<file path="src/itrb_regs.vh">
// Register offsets, field positions, reset values and constants of the image tuning bank
`ifndef ITRB_REGS_VH
`define ITRB_REGS_VH

// ==========================================================
// Register offsets
`define ITRB_OFF_IMAGE_PROC_CONTROL 8'h20
`define ITRB_OFF_LUMA_OFFSET_ADJUST 8'h21
`define ITRB_OFF_CHROMA_U_OFFSET_ADJUST 8'h22
`define ITRB_OFF_OSC_ADC_MISC_CONTROL 8'h23
`define ITRB_OFF_BRIGHT_PIXEL_RATIO_LIMIT 8'h24

// ==========================================================
// Reset values
`define ITRB_RST_IMAGE_PROC_CONTROL 8'h80
`define ITRB_RST_LUMA_OFFSET_ADJUST 8'h00
`define ITRB_RST_CHROMA_U_OFFSET_ADJUST 8'h80
`define ITRB_RST_OSC_ADC_MISC_CONTROL 8'hDE
`define ITRB_RST_BRIGHT_PIXEL_RATIO_LIMIT 8'h30

// ==========================================================
// Image control word fields
`define ITRB_IPC_LUMA_AVG_EN 6
`define ITRB_IPC_APERTURE_EN 4
`define ITRB_IPC_WB_SMART 3
`define ITRB_IPC_WB_MANUAL_IN_AUTO 2
`define ITRB_IPC_WB_ALWAYS_FAST 1
`define ITRB_IPC_DRIVE_BOOST 0

// ==========================================================
// Offset register fields
`define ITRB_OFS_DIR 7

// ==========================================================
// Oscillator / misc control fields
`define ITRB_OAM_XTAL_HI 7
`define ITRB_OAM_XTAL_LO 6
`define ITRB_OAM_ADC_HALF 5
`define ITRB_OAM_OB_UPDATE 4
`define ITRB_OAM_QRES_CLK_OPT 1
`define ITRB_OAM_QRES_TWO_LINE 0

// ==========================================================
// Exposure ratio steps, in tenths of a percent per LSB
`define ITRB_STEP_INTERLACED 4'hD
`define ITRB_STEP_PROGRESSIVE 4'h7
`define ITRB_STEP_SCALE 10'h3E8
`define ITRB_BRIGHT_LEVEL 8'hC0
`define ITRB_DARK_LEVEL 8'h30

// ==========================================================
// Serial port and white balance slow-rate limits
`define ITRB_SCCB_DEV_ID 7'h2A
`define ITRB_WB_SLOW_SHORT 6'h0F
`define ITRB_WB_SLOW_LONG 6'h3F

`endif

</file>
<file path="src/itrb_image_tuning.v">
// Image tuning register bank with serial access and pixel-side control logic
`timescale 1ns/1ns
module itrb_image_tuning #(
    parameter MONO = 0,
    parameter AVG_SHIFT = 17,
    parameter CNT_W = 20
) (
    // Clock and reset
    input wire mclk_i,
    input wire rst_b_i,
    // Serial control pins
    input wire sccb_clk_i,
    input wire sccb_data_i,
    output reg sccb_data_o,
    output reg sccb_data_oe_o,
    // Control bits held outside this bank
    input wire offset_adj_en_i,
    input wire offset_src_host_i,
    input wire [1:0] ap_threshold_i,
    input wire [1:0] ap_strength_i,
    input wire [1:0] wb_luma_lo_i,
    input wire [1:0] wb_luma_hi_i,
    input wire wb_enable_i,
    input wire wb_rate_long_i,
    input wire [7:0] dark_pixel_ratio_limit_i,
    input wire interlaced_i,
    input wire qres_one_line_i,
    // Internal offset calibration
    input wire int_offset_valid_i,
    input wire [7:0] int_luma_offset_i,
    input wire [7:0] int_chroma_u_offset_i,
    // Status from white balance engine
    input wire wb_stable_i,
    // Pixel stream in
    input wire [7:0] pix_i,
    input wire pix_valid_i,
    input wire [1:0] pix_chan_i,
    input wire frame_start_i,
    input wire line_end_i,
    // Pixel stream out
    output reg [7:0] pix_o,
    output reg pix_valid_o,
    // Measurements and control out
    output reg [7:0] luminance_average_o,
    output reg [CNT_W-1:0] wb_pix_count_o,
    output reg wb_update_o,
    output reg wb_fast_o,
    output reg wb_manual_en_o,
    output reg ae_stable_o,
    output reg ae_brighten_o,
    output reg ae_darken_o,
    output reg ob_update_en_o,
    output reg qres_clk_opt_o,
    output reg [1:0] xtal_power_o,
    output reg adc_half_current_o,
    output reg drive_boost_o
);
    `include "itrb_regs.vh"

    // ==========================================================
    // Register storage
    reg [7:0] ipc_q;
    reg [7:0] luma_offset_adjust_q;
    reg [7:0] chroma_u_offset_adjust_q;
    reg [7:0] oam_q;
    reg [7:0] aew_q;
    reg reg_wr;
    reg [7:0] reg_addr_q;
    reg [7:0] reg_wdata;
    reg [7:0] rd_data;

    // ==========================================================
    // Serial pin synchronisers
    reg scl_s1_q;
    reg scl_s2_q;
    reg scl_d_q;
    reg sda_s1_q;
    reg sda_s2_q;
    reg sda_d_q;
    wire scl_rise = scl_s2_q & ~scl_d_q;
    wire scl_fall = ~scl_s2_q & scl_d_q;
    wire bus_start = scl_s2_q & scl_d_q & sda_d_q & ~sda_s2_q;
    wire bus_stop = scl_s2_q & scl_d_q & ~sda_d_q & sda_s2_q;

    always @(posedge mclk_i) begin
        if (!rst_b_i) begin
            scl_s1_q <= 1'b1;
            scl_s2_q <= 1'b1;
            scl_d_q <= 1'b1;
            sda_s1_q <= 1'b1;
            sda_s2_q <= 1'b1;
            sda_d_q <= 1'b1;
        end else begin
            scl_s1_q <= sccb_clk_i;
            scl_s2_q <= scl_s1_q;
            scl_d_q <= scl_s2_q;
            sda_s1_q <= sccb_data_i;
            sda_s2_q <= sda_s1_q;
            sda_d_q <= sda_s2_q;
        end
    end

    // ==========================================================
    // Serial phase machine
    localparam [4:0] ST_IDLE = 5'h01;
    localparam [4:0] ST_ID = 5'h02;
    localparam [4:0] ST_ADDR = 5'h04;
    localparam [4:0] ST_WDATA = 5'h08;
    localparam [4:0] ST_RDATA = 5'h10;

    reg [4:0] st_q;
    reg [3:0] bit_q;
    reg [7:0] shift_q;
    reg [7:0] tx_q;
    wire [7:0] shift_nx = {shift_q[6:0], sda_s2_q};

    // Read mux
    always @* begin
        case (reg_addr_q)
            `ITRB_OFF_IMAGE_PROC_CONTROL: rd_data = ipc_q;
            `ITRB_OFF_LUMA_OFFSET_ADJUST: rd_data = luma_offset_adjust_q;
            `ITRB_OFF_CHROMA_U_OFFSET_ADJUST: rd_data = chroma_u_offset_adjust_q;
            `ITRB_OFF_OSC_ADC_MISC_CONTROL: rd_data = oam_q;
            `ITRB_OFF_BRIGHT_PIXEL_RATIO_LIMIT: rd_data = aew_q;
            default: rd_data = 8'h00;
        endcase
    end

    always @(posedge mclk_i) begin
        if (!rst_b_i) begin
            st_q <= ST_IDLE;
            bit_q <= 4'h0;
            shift_q <= 8'h00;
            tx_q <= 8'h00;
            reg_addr_q <= 8'h00;
            reg_wr <= 1'b0;
            reg_wdata <= 8'h00;
            sccb_data_o <= 1'b0;
            sccb_data_oe_o <= 1'b0;
        end else begin
            reg_wr <= 1'b0;
            if (bus_start) begin
                st_q <= ST_ID;
                bit_q <= 4'h0;
                sccb_data_oe_o <= 1'b0;
            end else if (bus_stop) begin
                st_q <= ST_IDLE;
                sccb_data_oe_o <= 1'b0;
            end else if (scl_rise && st_q != ST_IDLE) begin
                if (bit_q == 4'h8) begin
                    bit_q <= 4'h0;
                    case (st_q)
                        ST_ID: begin
                            if (shift_q[7:1] != `ITRB_SCCB_DEV_ID) begin
                                st_q <= ST_IDLE;
                            end else if (shift_q[0]) begin
                                st_q <= ST_RDATA;
                                tx_q <= rd_data;
                            end else begin
                                st_q <= ST_ADDR;
                            end
                        end
                        ST_ADDR: begin
                            reg_addr_q <= shift_q;
                            st_q <= ST_WDATA;
                        end
                        ST_WDATA: begin
                            reg_wr <= 1'b1;
                            reg_wdata <= shift_q;
                            st_q <= ST_IDLE;
                        end
                        ST_RDATA: st_q <= ST_IDLE;
                        default: st_q <= ST_IDLE;
                    endcase
                end else begin
                    bit_q <= bit_q + 4'h1;
                    shift_q <= shift_nx;
                end
            end else if (scl_fall) begin
                // Drive only during the eight read bits; the ninth is released
                if (st_q == ST_RDATA && bit_q != 4'h8) begin
                    sccb_data_oe_o <= 1'b1;
                    sccb_data_o <= tx_q[3'h7 - bit_q[2:0]];
                end else begin
                    sccb_data_oe_o <= 1'b0;
                end
            end
        end
    end

    // ==========================================================
    // Register writes and internal offset updates
    wire wr_ipc = reg_wr && reg_addr_q == `ITRB_OFF_IMAGE_PROC_CONTROL;
    wire wr_luma_offset_adjust = reg_wr && reg_addr_q == `ITRB_OFF_LUMA_OFFSET_ADJUST;
    wire wr_chroma_u_offset_adjust = reg_wr && reg_addr_q == `ITRB_OFF_CHROMA_U_OFFSET_ADJUST;
    wire wr_oam = reg_wr && reg_addr_q == `ITRB_OFF_OSC_ADC_MISC_CONTROL;
    wire wr_aew = reg_wr && reg_addr_q == `ITRB_OFF_BRIGHT_PIXEL_RATIO_LIMIT;
    // Monochrome parts hold the WB smart and always-fast bits at zero
    wire [7:0] ipc_mask = (MONO != 0) ? 8'hF5 : 8'hFF;

    always @(posedge mclk_i) begin
        if (!rst_b_i) begin
            ipc_q <= `ITRB_RST_IMAGE_PROC_CONTROL;
            luma_offset_adjust_q <= `ITRB_RST_LUMA_OFFSET_ADJUST;
            chroma_u_offset_adjust_q <= `ITRB_RST_CHROMA_U_OFFSET_ADJUST;
            oam_q <= `ITRB_RST_OSC_ADC_MISC_CONTROL;
            aew_q <= `ITRB_RST_BRIGHT_PIXEL_RATIO_LIMIT;
        end else begin
            if (wr_ipc) begin
                ipc_q <= reg_wdata & ipc_mask;
            end
            if (wr_oam) begin
                oam_q <= reg_wdata;
            end
            if (wr_aew) begin
                aew_q <= reg_wdata;
            end
            if (!offset_src_host_i) begin
                // Host writes dropped; calibration owns the value
                if (int_offset_valid_i) begin
                    luma_offset_adjust_q <= int_luma_offset_i;
                    chroma_u_offset_adjust_q <= int_chroma_u_offset_i;
                end
            end else begin
                if (wr_luma_offset_adjust) begin
                    luma_offset_adjust_q <= reg_wdata;
                end
                if (wr_chroma_u_offset_adjust) begin
                    chroma_u_offset_adjust_q <= reg_wdata;
                end
            end
        end
    end

    // ==========================================================
    // Aperture correction on the luma / green channel
    reg [7:0] prev_luma_q;
    reg [7:0] ap_pix;
    reg [7:0] ap_thr;
    reg [10:0] ap_adj;
    wire is_luma = pix_chan_i == 2'b00;
    wire [8:0] ap_diff = {1'b0, pix_i} - {1'b0, prev_luma_q};
    wire [8:0] ap_abs = ap_diff[8] ? (9'h000 - ap_diff) : ap_diff;

    always @* begin
        case (ap_threshold_i)
            2'b00: ap_thr = 8'h03;
            2'b01: ap_thr = 8'h06;
            2'b10: ap_thr = 8'h0A;
            default: ap_thr = 8'h10;
        endcase
        // Strength steps 0, 50, 100, 200 percent of the neighbour difference
        case (ap_strength_i)
            2'b00: ap_adj = 11'h000;
            2'b01: ap_adj = {{3{ap_diff[8]}}, ap_diff[8:1]};
            2'b10: ap_adj = {{2{ap_diff[8]}}, ap_diff};
            default: ap_adj = {ap_diff[8], ap_diff, 1'b0};
        endcase
        ap_pix = pix_i;
        if (ipc_q[`ITRB_IPC_APERTURE_EN] && is_luma && ap_abs > {1'b0, ap_thr}) begin
            if ($signed({3'b000, pix_i}) + $signed(ap_adj) > $signed(11'h0FF)) begin
                ap_pix = 8'hFF;
            end else if ($signed({3'b000, pix_i}) + $signed(ap_adj) < $signed(11'h000)) begin
                ap_pix = 8'h00;
            end else begin
                ap_pix = pix_i + ap_adj[7:0];
            end
        end
    end

    // ==========================================================
    // Channel offset selection and application
    // Same channel codes serve YUV and raw: green rides Y, blue rides U
    wire [7:0] ofs_sel = (pix_chan_i == 2'b00) ? luma_offset_adjust_q : chroma_u_offset_adjust_q;
    wire ofs_en = offset_adj_en_i && pix_chan_i != 2'b10;
    wire [7:0] ofs_pix;

    itrb_offset_apply u_ofs (
        .pix_i(ap_pix),
        .offset_i(ofs_sel),
        .enable_i(ofs_en),
        .pix_o(ofs_pix)
    );

    // ==========================================================
    // Quarter-resolution line gating
    reg line_odd_q;
    wire two_line = qres_one_line_i && oam_q[`ITRB_OAM_QRES_TWO_LINE];

    always @(posedge mclk_i) begin
        if (!rst_b_i) begin
            line_odd_q <= 1'b0;
            pix_o <= 8'h00;
            pix_valid_o <= 1'b0;
            prev_luma_q <= 8'h00;
            qres_clk_opt_o <= 1'b0;
        end else begin
            if (frame_start_i) begin
                line_odd_q <= 1'b0;
            end else if (line_end_i) begin
                line_odd_q <= ~line_odd_q;
            end
            if (pix_valid_i && is_luma) begin
                prev_luma_q <= pix_i;
            end
            pix_o <= ofs_pix;
            pix_valid_o <= pix_valid_i && !(two_line && line_odd_q);
            qres_clk_opt_o <= qres_one_line_i && oam_q[`ITRB_OAM_QRES_CLK_OPT];
        end
    end

    // ==========================================================
    // Per-field statistics
    reg [CNT_W+7:0] luma_sum_q;
    reg [CNT_W-1:0] total_q;
    reg [CNT_W-1:0] bright_q;
    reg [CNT_W-1:0] dark_q;
    reg [CNT_W-1:0] wb_cnt_q;
    wire luma_pix = pix_valid_i && is_luma;
    wire [7:0] wb_lo = {wb_luma_lo_i, 6'h00};
    wire [7:0] wb_hi = {wb_luma_hi_i, 6'h3F};
    wire wb_in_range = pix_i >= wb_lo && pix_i <= wb_hi;
    wire wb_count = !ipc_q[`ITRB_IPC_WB_SMART] || wb_in_range;
    wire [3:0] step = interlaced_i ? `ITRB_STEP_INTERLACED : `ITRB_STEP_PROGRESSIVE;
    wire [CNT_W+13:0] bright_scaled = bright_q * `ITRB_STEP_SCALE;
    wire [CNT_W+13:0] dark_scaled = dark_q * `ITRB_STEP_SCALE;
    wire [CNT_W+13:0] bright_lim = aew_q * step * total_q;
    wire [CNT_W+13:0] dark_lim = dark_pixel_ratio_limit_i * step * total_q;
    wire [CNT_W+7:0] avg_full = luma_sum_q >> AVG_SHIFT;

    always @(posedge mclk_i) begin
        if (!rst_b_i) begin
            luma_sum_q <= {(CNT_W+8){1'b0}};
            total_q <= {CNT_W{1'b0}};
            bright_q <= {CNT_W{1'b0}};
            dark_q <= {CNT_W{1'b0}};
            wb_cnt_q <= {CNT_W{1'b0}};
            luminance_average_o <= 8'h00;
            wb_pix_count_o <= {CNT_W{1'b0}};
            ae_stable_o <= 1'b0;
            ae_brighten_o <= 1'b0;
            ae_darken_o <= 1'b0;
        end else if (frame_start_i) begin
            if (ipc_q[`ITRB_IPC_LUMA_AVG_EN]) begin
                luminance_average_o <= (avg_full > 255) ? 8'hFF : avg_full[7:0];
            end
            wb_pix_count_o <= wb_cnt_q;
            // Too many bright pixels darkens; a larger limit tolerates more
            ae_darken_o <= bright_scaled > bright_lim;
            ae_brighten_o <= dark_scaled > dark_lim;
            ae_stable_o <= bright_scaled <= bright_lim && dark_scaled <= dark_lim;
            luma_sum_q <= {(CNT_W+8){1'b0}};
            total_q <= {CNT_W{1'b0}};
            bright_q <= {CNT_W{1'b0}};
            dark_q <= {CNT_W{1'b0}};
            wb_cnt_q <= {CNT_W{1'b0}};
        end else if (luma_pix) begin
            luma_sum_q <= luma_sum_q + {{CNT_W{1'b0}}, pix_i};
            total_q <= total_q + 1'b1;
            if (pix_i > `ITRB_BRIGHT_LEVEL) begin
                bright_q <= bright_q + 1'b1;
            end
            if (pix_i < `ITRB_DARK_LEVEL) begin
                dark_q <= dark_q + 1'b1;
            end
            if (wb_count) begin
                wb_cnt_q <= wb_cnt_q + 1'b1;
            end
        end
    end

    // ==========================================================
    // White balance update pacing
    localparam [2:0] WB_OFF = 3'h1;
    localparam [2:0] WB_FAST = 3'h2;
    localparam [2:0] WB_SLOW = 3'h4;

    reg [2:0] wb_st_q;
    reg [5:0] wb_fld_q;
    wire always_fast = ipc_q[`ITRB_IPC_WB_ALWAYS_FAST];
    wire [5:0] slow_last = wb_rate_long_i ? `ITRB_WB_SLOW_LONG : `ITRB_WB_SLOW_SHORT;

    always @(posedge mclk_i) begin
        if (!rst_b_i) begin
            wb_st_q <= WB_OFF;
            wb_fld_q <= 6'h00;
            wb_update_o <= 1'b0;
            wb_fast_o <= 1'b0;
            wb_manual_en_o <= 1'b0;
            ob_update_en_o <= 1'b0;
            xtal_power_o <= 2'b00;
            adc_half_current_o <= 1'b0;
            drive_boost_o <= 1'b0;
        end else begin
            wb_update_o <= 1'b0;
            wb_manual_en_o <= wb_enable_i && ipc_q[`ITRB_IPC_WB_MANUAL_IN_AUTO];
            ob_update_en_o <= oam_q[`ITRB_OAM_OB_UPDATE];
            xtal_power_o <= oam_q[`ITRB_OAM_XTAL_HI:`ITRB_OAM_XTAL_LO];
            adc_half_current_o <= oam_q[`ITRB_OAM_ADC_HALF];
            drive_boost_o <= ipc_q[`ITRB_IPC_DRIVE_BOOST];
            wb_fast_o <= wb_st_q == WB_FAST;
            if (!wb_enable_i) begin
                wb_st_q <= WB_OFF;
            end else if (frame_start_i) begin
                case (wb_st_q)
                    WB_OFF: begin
                        wb_st_q <= WB_FAST;
                    end
                    WB_FAST: begin
                        wb_update_o <= 1'b1;
                        wb_fld_q <= 6'h00;
                        if (!always_fast && wb_stable_i) begin
                            wb_st_q <= WB_SLOW;
                        end
                    end
                    WB_SLOW: begin
                        if (always_fast) begin
                            wb_st_q <= WB_FAST;
                        end else if (wb_fld_q >= slow_last) begin
                            wb_update_o <= 1'b1;
                            wb_fld_q <= 6'h00;
                        end else begin
                            wb_fld_q <= wb_fld_q + 6'h01;
                        end
                    end
                    default: wb_st_q <= WB_OFF;
                endcase
            end
        end
    end
endmodule // itrb_image_tuning

</file>
<file path="src/itrb_offset_apply.v">
// Signed digital offset applied to one pixel channel, with clamping
`timescale 1ns/1ns
module itrb_offset_apply (
    // Pixel in
    input wire [7:0] pix_i,
    // Offset word: direction and magnitude
    input wire [7:0] offset_i,
    input wire enable_i,
    // Pixel out
    output reg [7:0] pix_o
);
    `include "itrb_regs.vh"

    reg [9:0] sum;

    // ==========================================================
    // Add or subtract, clamp to 0..255
    always @* begin
        sum = {2'b00, pix_i};
        if (enable_i) begin
            if (offset_i[`ITRB_OFS_DIR]) begin
                sum = {2'b00, pix_i} - {3'b000, offset_i[6:0]};
            end else begin
                sum = {2'b00, pix_i} + {3'b000, offset_i[6:0]};
            end
        end
        if (sum[9]) begin
            pix_o = 8'h00;
        end else if (sum[8]) begin
            pix_o = 8'hFF;
        end else begin
            pix_o = sum[7:0];
        end
    end
endmodule // itrb_offset_apply

</file>
<file path="config.mk">
export PLATFORM = sky130hd
export DESIGN_NAME = itrb_image_tuning
export DESIGN_NICKNAME = d
export VERILOG_FILES = /design/src/itrb_image_tuning.v /design/src/itrb_offset_apply.v
export VERILOG_INCLUDE_DIRS = /design/src /design/src/src
export SDC_FILE = /design/constraint.sdc
export NUM_CORES = 2
export LEC_CHECK = 0
export BUFFER_PORTS_ARGS = -buffer_cell sky130_fd_sc_hd__clkbuf_2
export CORE_MARGIN = 2
export CORE_UTILIZATION = 40
export DETAILED_ROUTE_END_ITERATION = 12
export PLACE_DENSITY = 0.63
export SYNTH_ARGS = -nofsm -noshare
export SYNTH_HDL_FRONTEND = slang
export SYNTH_SLANG_ARGS = --single-unit
</file>
<file path="constraint.sdc">
create_clock -name mclk_i -period 10.9 [get_ports mclk_i]
set_input_delay 0 -clock mclk_i [delete_from_list [all_inputs] [get_ports mclk_i]]
set_output_delay 0 -clock mclk_i [all_outputs]
set_load 0.01 [all_outputs]
</file>
# After elaboration in Yosys (flattened, before gate mapping)
# Index checks and enable logic that the tools add are counted.
word_totals:
  latchBits: 0
  rom_bits: 0
  mem_count: 0
  ff_bits: 265
  elab_cells: 218
  ramBits: 0
classes:
  div_mod_pow: 0
  add_sub_neg: 14
  n_shift: 0
  reduce_logical: 54
  bitwise: 18
  n_mux: 41
  eq_ne: 26
  magnitude_cmp: 14
  multipliers: 6
ops:
  columns: ["cell", "count"]
  rows:
  - ["$mux 8", 12]
  - ["$add 20x1->20 const B", 4]
  - ["$gt 30x32->1", 2]
  - ["$le 30x32->1", 2]
  - ["$mul 12x20->32", 2]
  - ["$mul 20x7->27 const B", 2]
  - ["$eq 8x6->1 const B", 5]
  - ["$pmux 8 s5", 1]
  - ["$pmux 11 s3", 1]
  - ["$add 28x8->28", 1]
  - ["$mul 8x4->12", 2]
  - ["$reduce_and 2->1", 11]
  - ["$mux 10", 2]
  - ["$logic_and 1x1->1", 19]
  - ["$mux 6", 3]
  - ["$pmux 5 s3", 1]
  - ["$reduce_and 5->1", 3]
  - ["$pmux 6 s2", 1]
  - ["$add 9x11->11", 1]
  - ["$gt 11x8->1 const B", 1]
  - ["$gt 11x9->1 const B", 1]
  - ["$lt 11x1->1 const B", 1]
  - ["$not 1->1", 11]
  - ["$mux 5", 2]
  - ["51 further kinds", 82]

# Depth between registers and ports, before layout
depth:
  ltp_word: 11
  depth_mapped: 45
  ltp_nobuf: 44

# Hierarchy
# From an unflattened synthesis, not the netlist that was laid out.
unflattened:
  cells_unflattened: 4203
  area_unflattened_um2: 37029.3
modules_own_cells:
  columns: ["module", "instances", "area_per_inst_um2", "seq_area_each_um2", "cells_per_inst"]
  rows:
  - ["itrb_image_tuning", 1, 36112.1, 5305.1, 4080]
  - ["itrb_offset_apply", 1, 917.1, 0.0, 123]

# Worst setup path before layout
# No wires, ideal clock.
synth_path:
  path_kind: "register to register"
  startpoint: "register aew_q[0]"
  endpoint: "register ae_stable_o"
  arrival_time_ps: 9875
  stages_incl_launch_ff: 46
  path_buffers: 2
  required_time_ps: 10774
  setup_slack_ps: 900
  setup_time_ps: 126
  path_cell_list: "dfxtp_1 > clkbuf_1 > nand2_1 > fa_1 > inv_1 > fa_1 > ha_1 > a21o_1 > a21oi_1 > o21bai_1 > a21oi_1 > o21bai_1 > a21oi_1 > nand3b_1 > nand3_1 > clkbuf_1 > and2_1 > fa_1 > (+10 left out) > a21o_1 > a21o_1 > a21o_1 > a21oi_1 > o21ai_0 > a21o_1 > a21oi_1 > xor2_1 > ha_1 > and4_1 > and2_1 > nand4b_1 > o2111ai_1 > a211o_1 > nor4bb_1 > o311ai_0 > nor3_1 > nor3_1"
synth_between:
  elab_chain_len: 4
synth_rtl:
  columns: ["element", "line_no", "rtl"]
  rows:
  - ["start: declaration", "itrb_image_tuning.v:66", "reg [7:0] aew_q;"]
  - ["start signal: assignment", "itrb_image_tuning.v:207", "aew_q <= `ITRB_RST_BRIGHT_PIXEL_RATIO_LIMIT;"]
  - ["start signal: assignment", "itrb_image_tuning.v:216", "aew_q <= reg_wdata;"]
  - ["$mul 8x4->12", "itrb_image_tuning.v:327", "wire [CNT_W+13:0] bright_lim = aew_q * step * total_q;"]
  - ["$mul 12x20->32", "itrb_image_tuning.v:327", null]
  - ["$le 30x32->1", "itrb_image_tuning.v:351", "ae_stable_o <= bright_scaled <= bright_lim && dark_scaled <= dark_lim;"]
  - ["$logic_and 1x1->1", "itrb_image_tuning.v:351", null]
  - ["end signal: assignment", "itrb_image_tuning.v:351", null]
  - ["end: declaration", "itrb_image_tuning.v:49", "output reg ae_stable_o,"]
# No other way between the ends.
# A chain may end at the register's enable or synchronous reset.

# Final worst setup path
layout_path:
  startpoint: "register aew_q[1]"
  endpoint: "register ae_darken_o"
layout_between:
  elab_chain_len: 3
layout_rtl:
  columns: ["element", "line_no", "rtl"]
  rows:
  - ["$mul 8x4->12", "itrb_image_tuning.v:327", null]
  - ["$mul 12x20->32", "itrb_image_tuning.v:327", null]
  - ["$gt 30x32->1", "itrb_image_tuning.v:349", "ae_darken_o <= bright_scaled > bright_lim;"]
  - ["end signal: assignment", "itrb_image_tuning.v:349", null]
  - ["end: declaration", "itrb_image_tuning.v:51", "output reg ae_darken_o,"]
# No other way between the ends.

==> flow_summary_export.csv <==
group,metric,value,unit
routing,drt.antenna.violating_nets,0,
critical_path,cp_data_arrival_time,10830,ps
routing,routed_wl,88700,um
timing,slew_viol_final,0,
critical_path,cpPeakStageDelay,560,ps
critical_path,r2r_cells,42,
logic_synthesis,synth_edf_count,0,
timing,max_slew.worst_pin.slew,1230,ps
finish,fin_area,0.0407,mm2
critical_path,critPathRequiredTime,11410,ps
critical_path,critical_path.slowest_cell,"fa_1",
routing,drc,0,
timing,min_period_over_period,94.7,%
power,finalPower,2.83,mW
cts,cts_max_path_buffers,3,
routing,vias,28508,
cts,worstSkewPairLatency,580,ps
critical_path,cp_common_cell,"fa_1",
logic_synthesis,synth_seq_cells,265,
floorplanning,io_pins,108,
grt,grt_max_degree,89,
critical_path,r2r_slack,580,ps
job,drv_cap,0,
cts,cts_tree,"yes",
critical_path,r2r_end,"ae_darken_o$_SDFFE_PN0P_",
critical_path,cp.depth,42,
critical_path,cp-end-kind,"flip-flop",
critical_path,crit_start,"aew_q[1]$_SDFFE_PN0P_",
critical_path,cp_num_buf_inv,5,
floorplanning,fp.dieH,309,um
timing,finalSetupViolations,0,
timing,hold_viol,0,
cts,cts-htree-levels,2,
logic_synthesis,syn-num-nets,5226,
floorplanning,dieArea,0.0953,mm2
hold_path,hold_class,"input port to flip-flop",
power,peakVddDrop,0.122,mV
critical_path,r2r_start,"aew_q[1]$_SDFFE_PN0P_",
critical_path,critPathMaxFanout,5,
finish,syn2layout_area_growth,9.53,%
logic_synthesis,yosysUniqueCellTypes,93,
placement,place_area,0.0390,mm2
floorplanning,core,0.0918,mm2
grt,grt_pass1_vias,29076,
power,p_per_area,69.5,mW/mm2
placement,dpl.hpwl,69400,um
power,power.leakage,20.3,nW
logic_synthesis,async_flop_share,0,%
run_status,status,"complete, no violations",
cts,cts_buffers,36,
routing,drt_iter0_drc,1381,
critical_path,endpoint,"ae_darken_o$_SDFFE_PN0P_",
timing,fin_crit,10320,ps
finish,layout.nets,5284,
logic_synthesis,synth_flop_cell,"dfxtp_1",
routing,first_pass_iters,7,
grt,grt_overflow,0,
cts,cts_sinks,265,
routing,via_per_inst,5.12,
timing,max_freq,0.0969,GHz
grt,track_usage,19.0,%
floorplanning,fp-row-count,111,
logic_synthesis,syn-cell-area,0.0372,mm2
floorplanning,die_x,309,um
floorplanning,initial_core_util,40.5,%
placement,place_congestion,0.871,
logic_synthesis,syn_area_per_cell,8.77,um2
placement,port_buffers,107,
timing,fin_skew,39.2,ps
logic_synthesis,synth_seq_area_share,14.3,%
cts,path_clk_slew,60,ps
critical_path,critPathTopFamily,"adder cells",
finish,drive_above_1_share,6.89,%
routing,wl_per_cell,15.9,um
finish,num_antenna_cells,0,
grt,grt_pass1_wl,149000,um
cts,clock-root-buffer,"clkbuf_16",
critical_path,crit_type,"flip-flop to flip-flop",
logic_synthesis,yosysWarnings,0,
grt,grt_antenna_before_repair,0,
hold_path,hold_start,"pix_valid_i",
critical_path,critPathLaunchType,"flip-flop",
logic_synthesis,postSynthCellCount,4239,
timing,relSlewSlack,17.8,%
worst min-delay path by stage:
stage	to	slack, ps	cells after the start
floorplan	scl_s1_q$_SDFF_PN1_	100	1
global placement	sda_s1_q$_SDFF_PN1_	200	2
finish	luma_sum_q[0]$_SDFFE_PP0P_	70	6
CTS	luma_sum_q[3]$_SDFFE_PP0P_	30	6
detailed placement	scl_s1_q$_SDFF_PN1_	190	2
global route	luma_sum_q[3]$_SDFFE_PP0P_	110	6
cell families after synthesis:
logic type	Yosys count	synth area share, %
flip-flops	265	14.3
AND/OR/NAND/NOR	1341	17.0
multiplexers	94	2.64
adder cells (fa/ha/maj)	930	42.0
buffers and inverters	801	8.15
XOR/XNOR	215	5.12
AO/OA/AOI/OAI	593	10.8
routing by layer:
layer,global-route usage [%],vias to the layer above,routed length (um)
met5,0,-,0
met4,4.40,0,1790
met3,2.60,109,4140
met2,32.3,534,42100
met1,25.6,14035,40700
li1,-,13830,-
Yosys cell counts, types with 31 or more instances:
master	number	area, um2
xnor2_1	123	1080
nor2_1	281	1050
o21bai_1	32	240
dfxtp_1	265	5310
nor3_1	35	175
o21ai_0	87	435
and3_1	31	194
a21o_1	61	458
a211oi_1	36	270
xor2_1	91	797
inv_1	621	2330
nand2_1	518	1940
nor2b_1	34	213
nand3_1	91	455
a21oi_1	187	936
nand4_1	36	225
and2_1	182	1140
fa_1	529	10600
nand2b_1	58	363
clkbuf_1	166	623
ha_1	401	5020
mux2i_1	79	791
tightest hold or removal path, delay by kind of cell:
kind | cells | cell delay (ps)
buffers and inverters | 3 | 390
and+or+nand+nor | 2 | 150
AOI/OAI and AO/OA | 1 | 50
where the power goes:
group / internal, mW / switching [mW]
logic: 0.190 / 0.380
registers: 0.983 / 0.00979
clock network: 0.765 / 0.502
area by class of cell:
type	count	area, um2
inverters	622	2330
multi-input cells	3174	28900
well taps	1243	1560
flip-flops and latches	265	5310
clock inverters	17	273
fillers	8937	51100
repair buffers	198	1310
clock buffers	47	982
layout by cell type, fill, tap and decap left out, types with 11 or more instances in the layout:
master	n
clkbuf_2	107
xnor2_1	119
buf_4	54
mux2i_1	79
nor3_1	34
nor2_1	280
mux2_2	13
nand2b_1	57
o21a_1	22
nand4_1	36
o211ai_1	12
nor2b_1	34
dfxtp_1	263
and3_1	31
xor2_1	91
a211oi_1	36
ha_1	401
a21oi_1	181
clkbuf_16	36
and2_1	182
a22o_1	11
a31oi_1	19
inv_1	621
nand2_1	518
dlygate4sd3_1	37
o21bai_1	32
o31ai_1	11
a21o_1	61
fa_1	529
o21ai_0	85
nand3_1	90
or3_1	18
stage by stage:
step	TNS (ps)	util [%]	hold WS (ps)	setup WS [ps]	cells
final	0	44.3	68.0	581	5566
after global routing	-138	44.3	107	-69.0	5566
after CTS	0	44.2	31.0	161	5563
after detailed placement	0	42.4	190	232	5462
after global placement	0	42.4	199	435	5462
after floorplan	0	-	101	900	4239
state kept, by name, summed over array words and instances (netlist names), 5 cells and up:
name                      count
st_q                          5
tx_q                          8
ipc_q                         8
pix_o                         8
luma_sum_q                   28
prev_luma_q                   8
wb_cnt_q                     20
aew_q                         8
total_q                      20
oam_q                         8
wb_fld_q                      6
dark_q                       20
reg_wdata                     8
reg_addr_q                    8
luminance_average_o           8
wb_pix_count_o               20
luma_offset_adjust_q          8
bright_q                     20
chroma_u_offset_adjust_q      8
shift_q                       8
repair_timing:
| action | in CTS | in global routing |
|---|---|---|
| hold buffers | 37 | 0 |
| hold endpoints to repair | 59 | 0 |
| resized for setup | 0 | 19 |
| setup buffers | 0 | 2 |
| setup endpoints to repair | 0 | 2 |
Note: power is estimated with default switching activity, not from simulation.
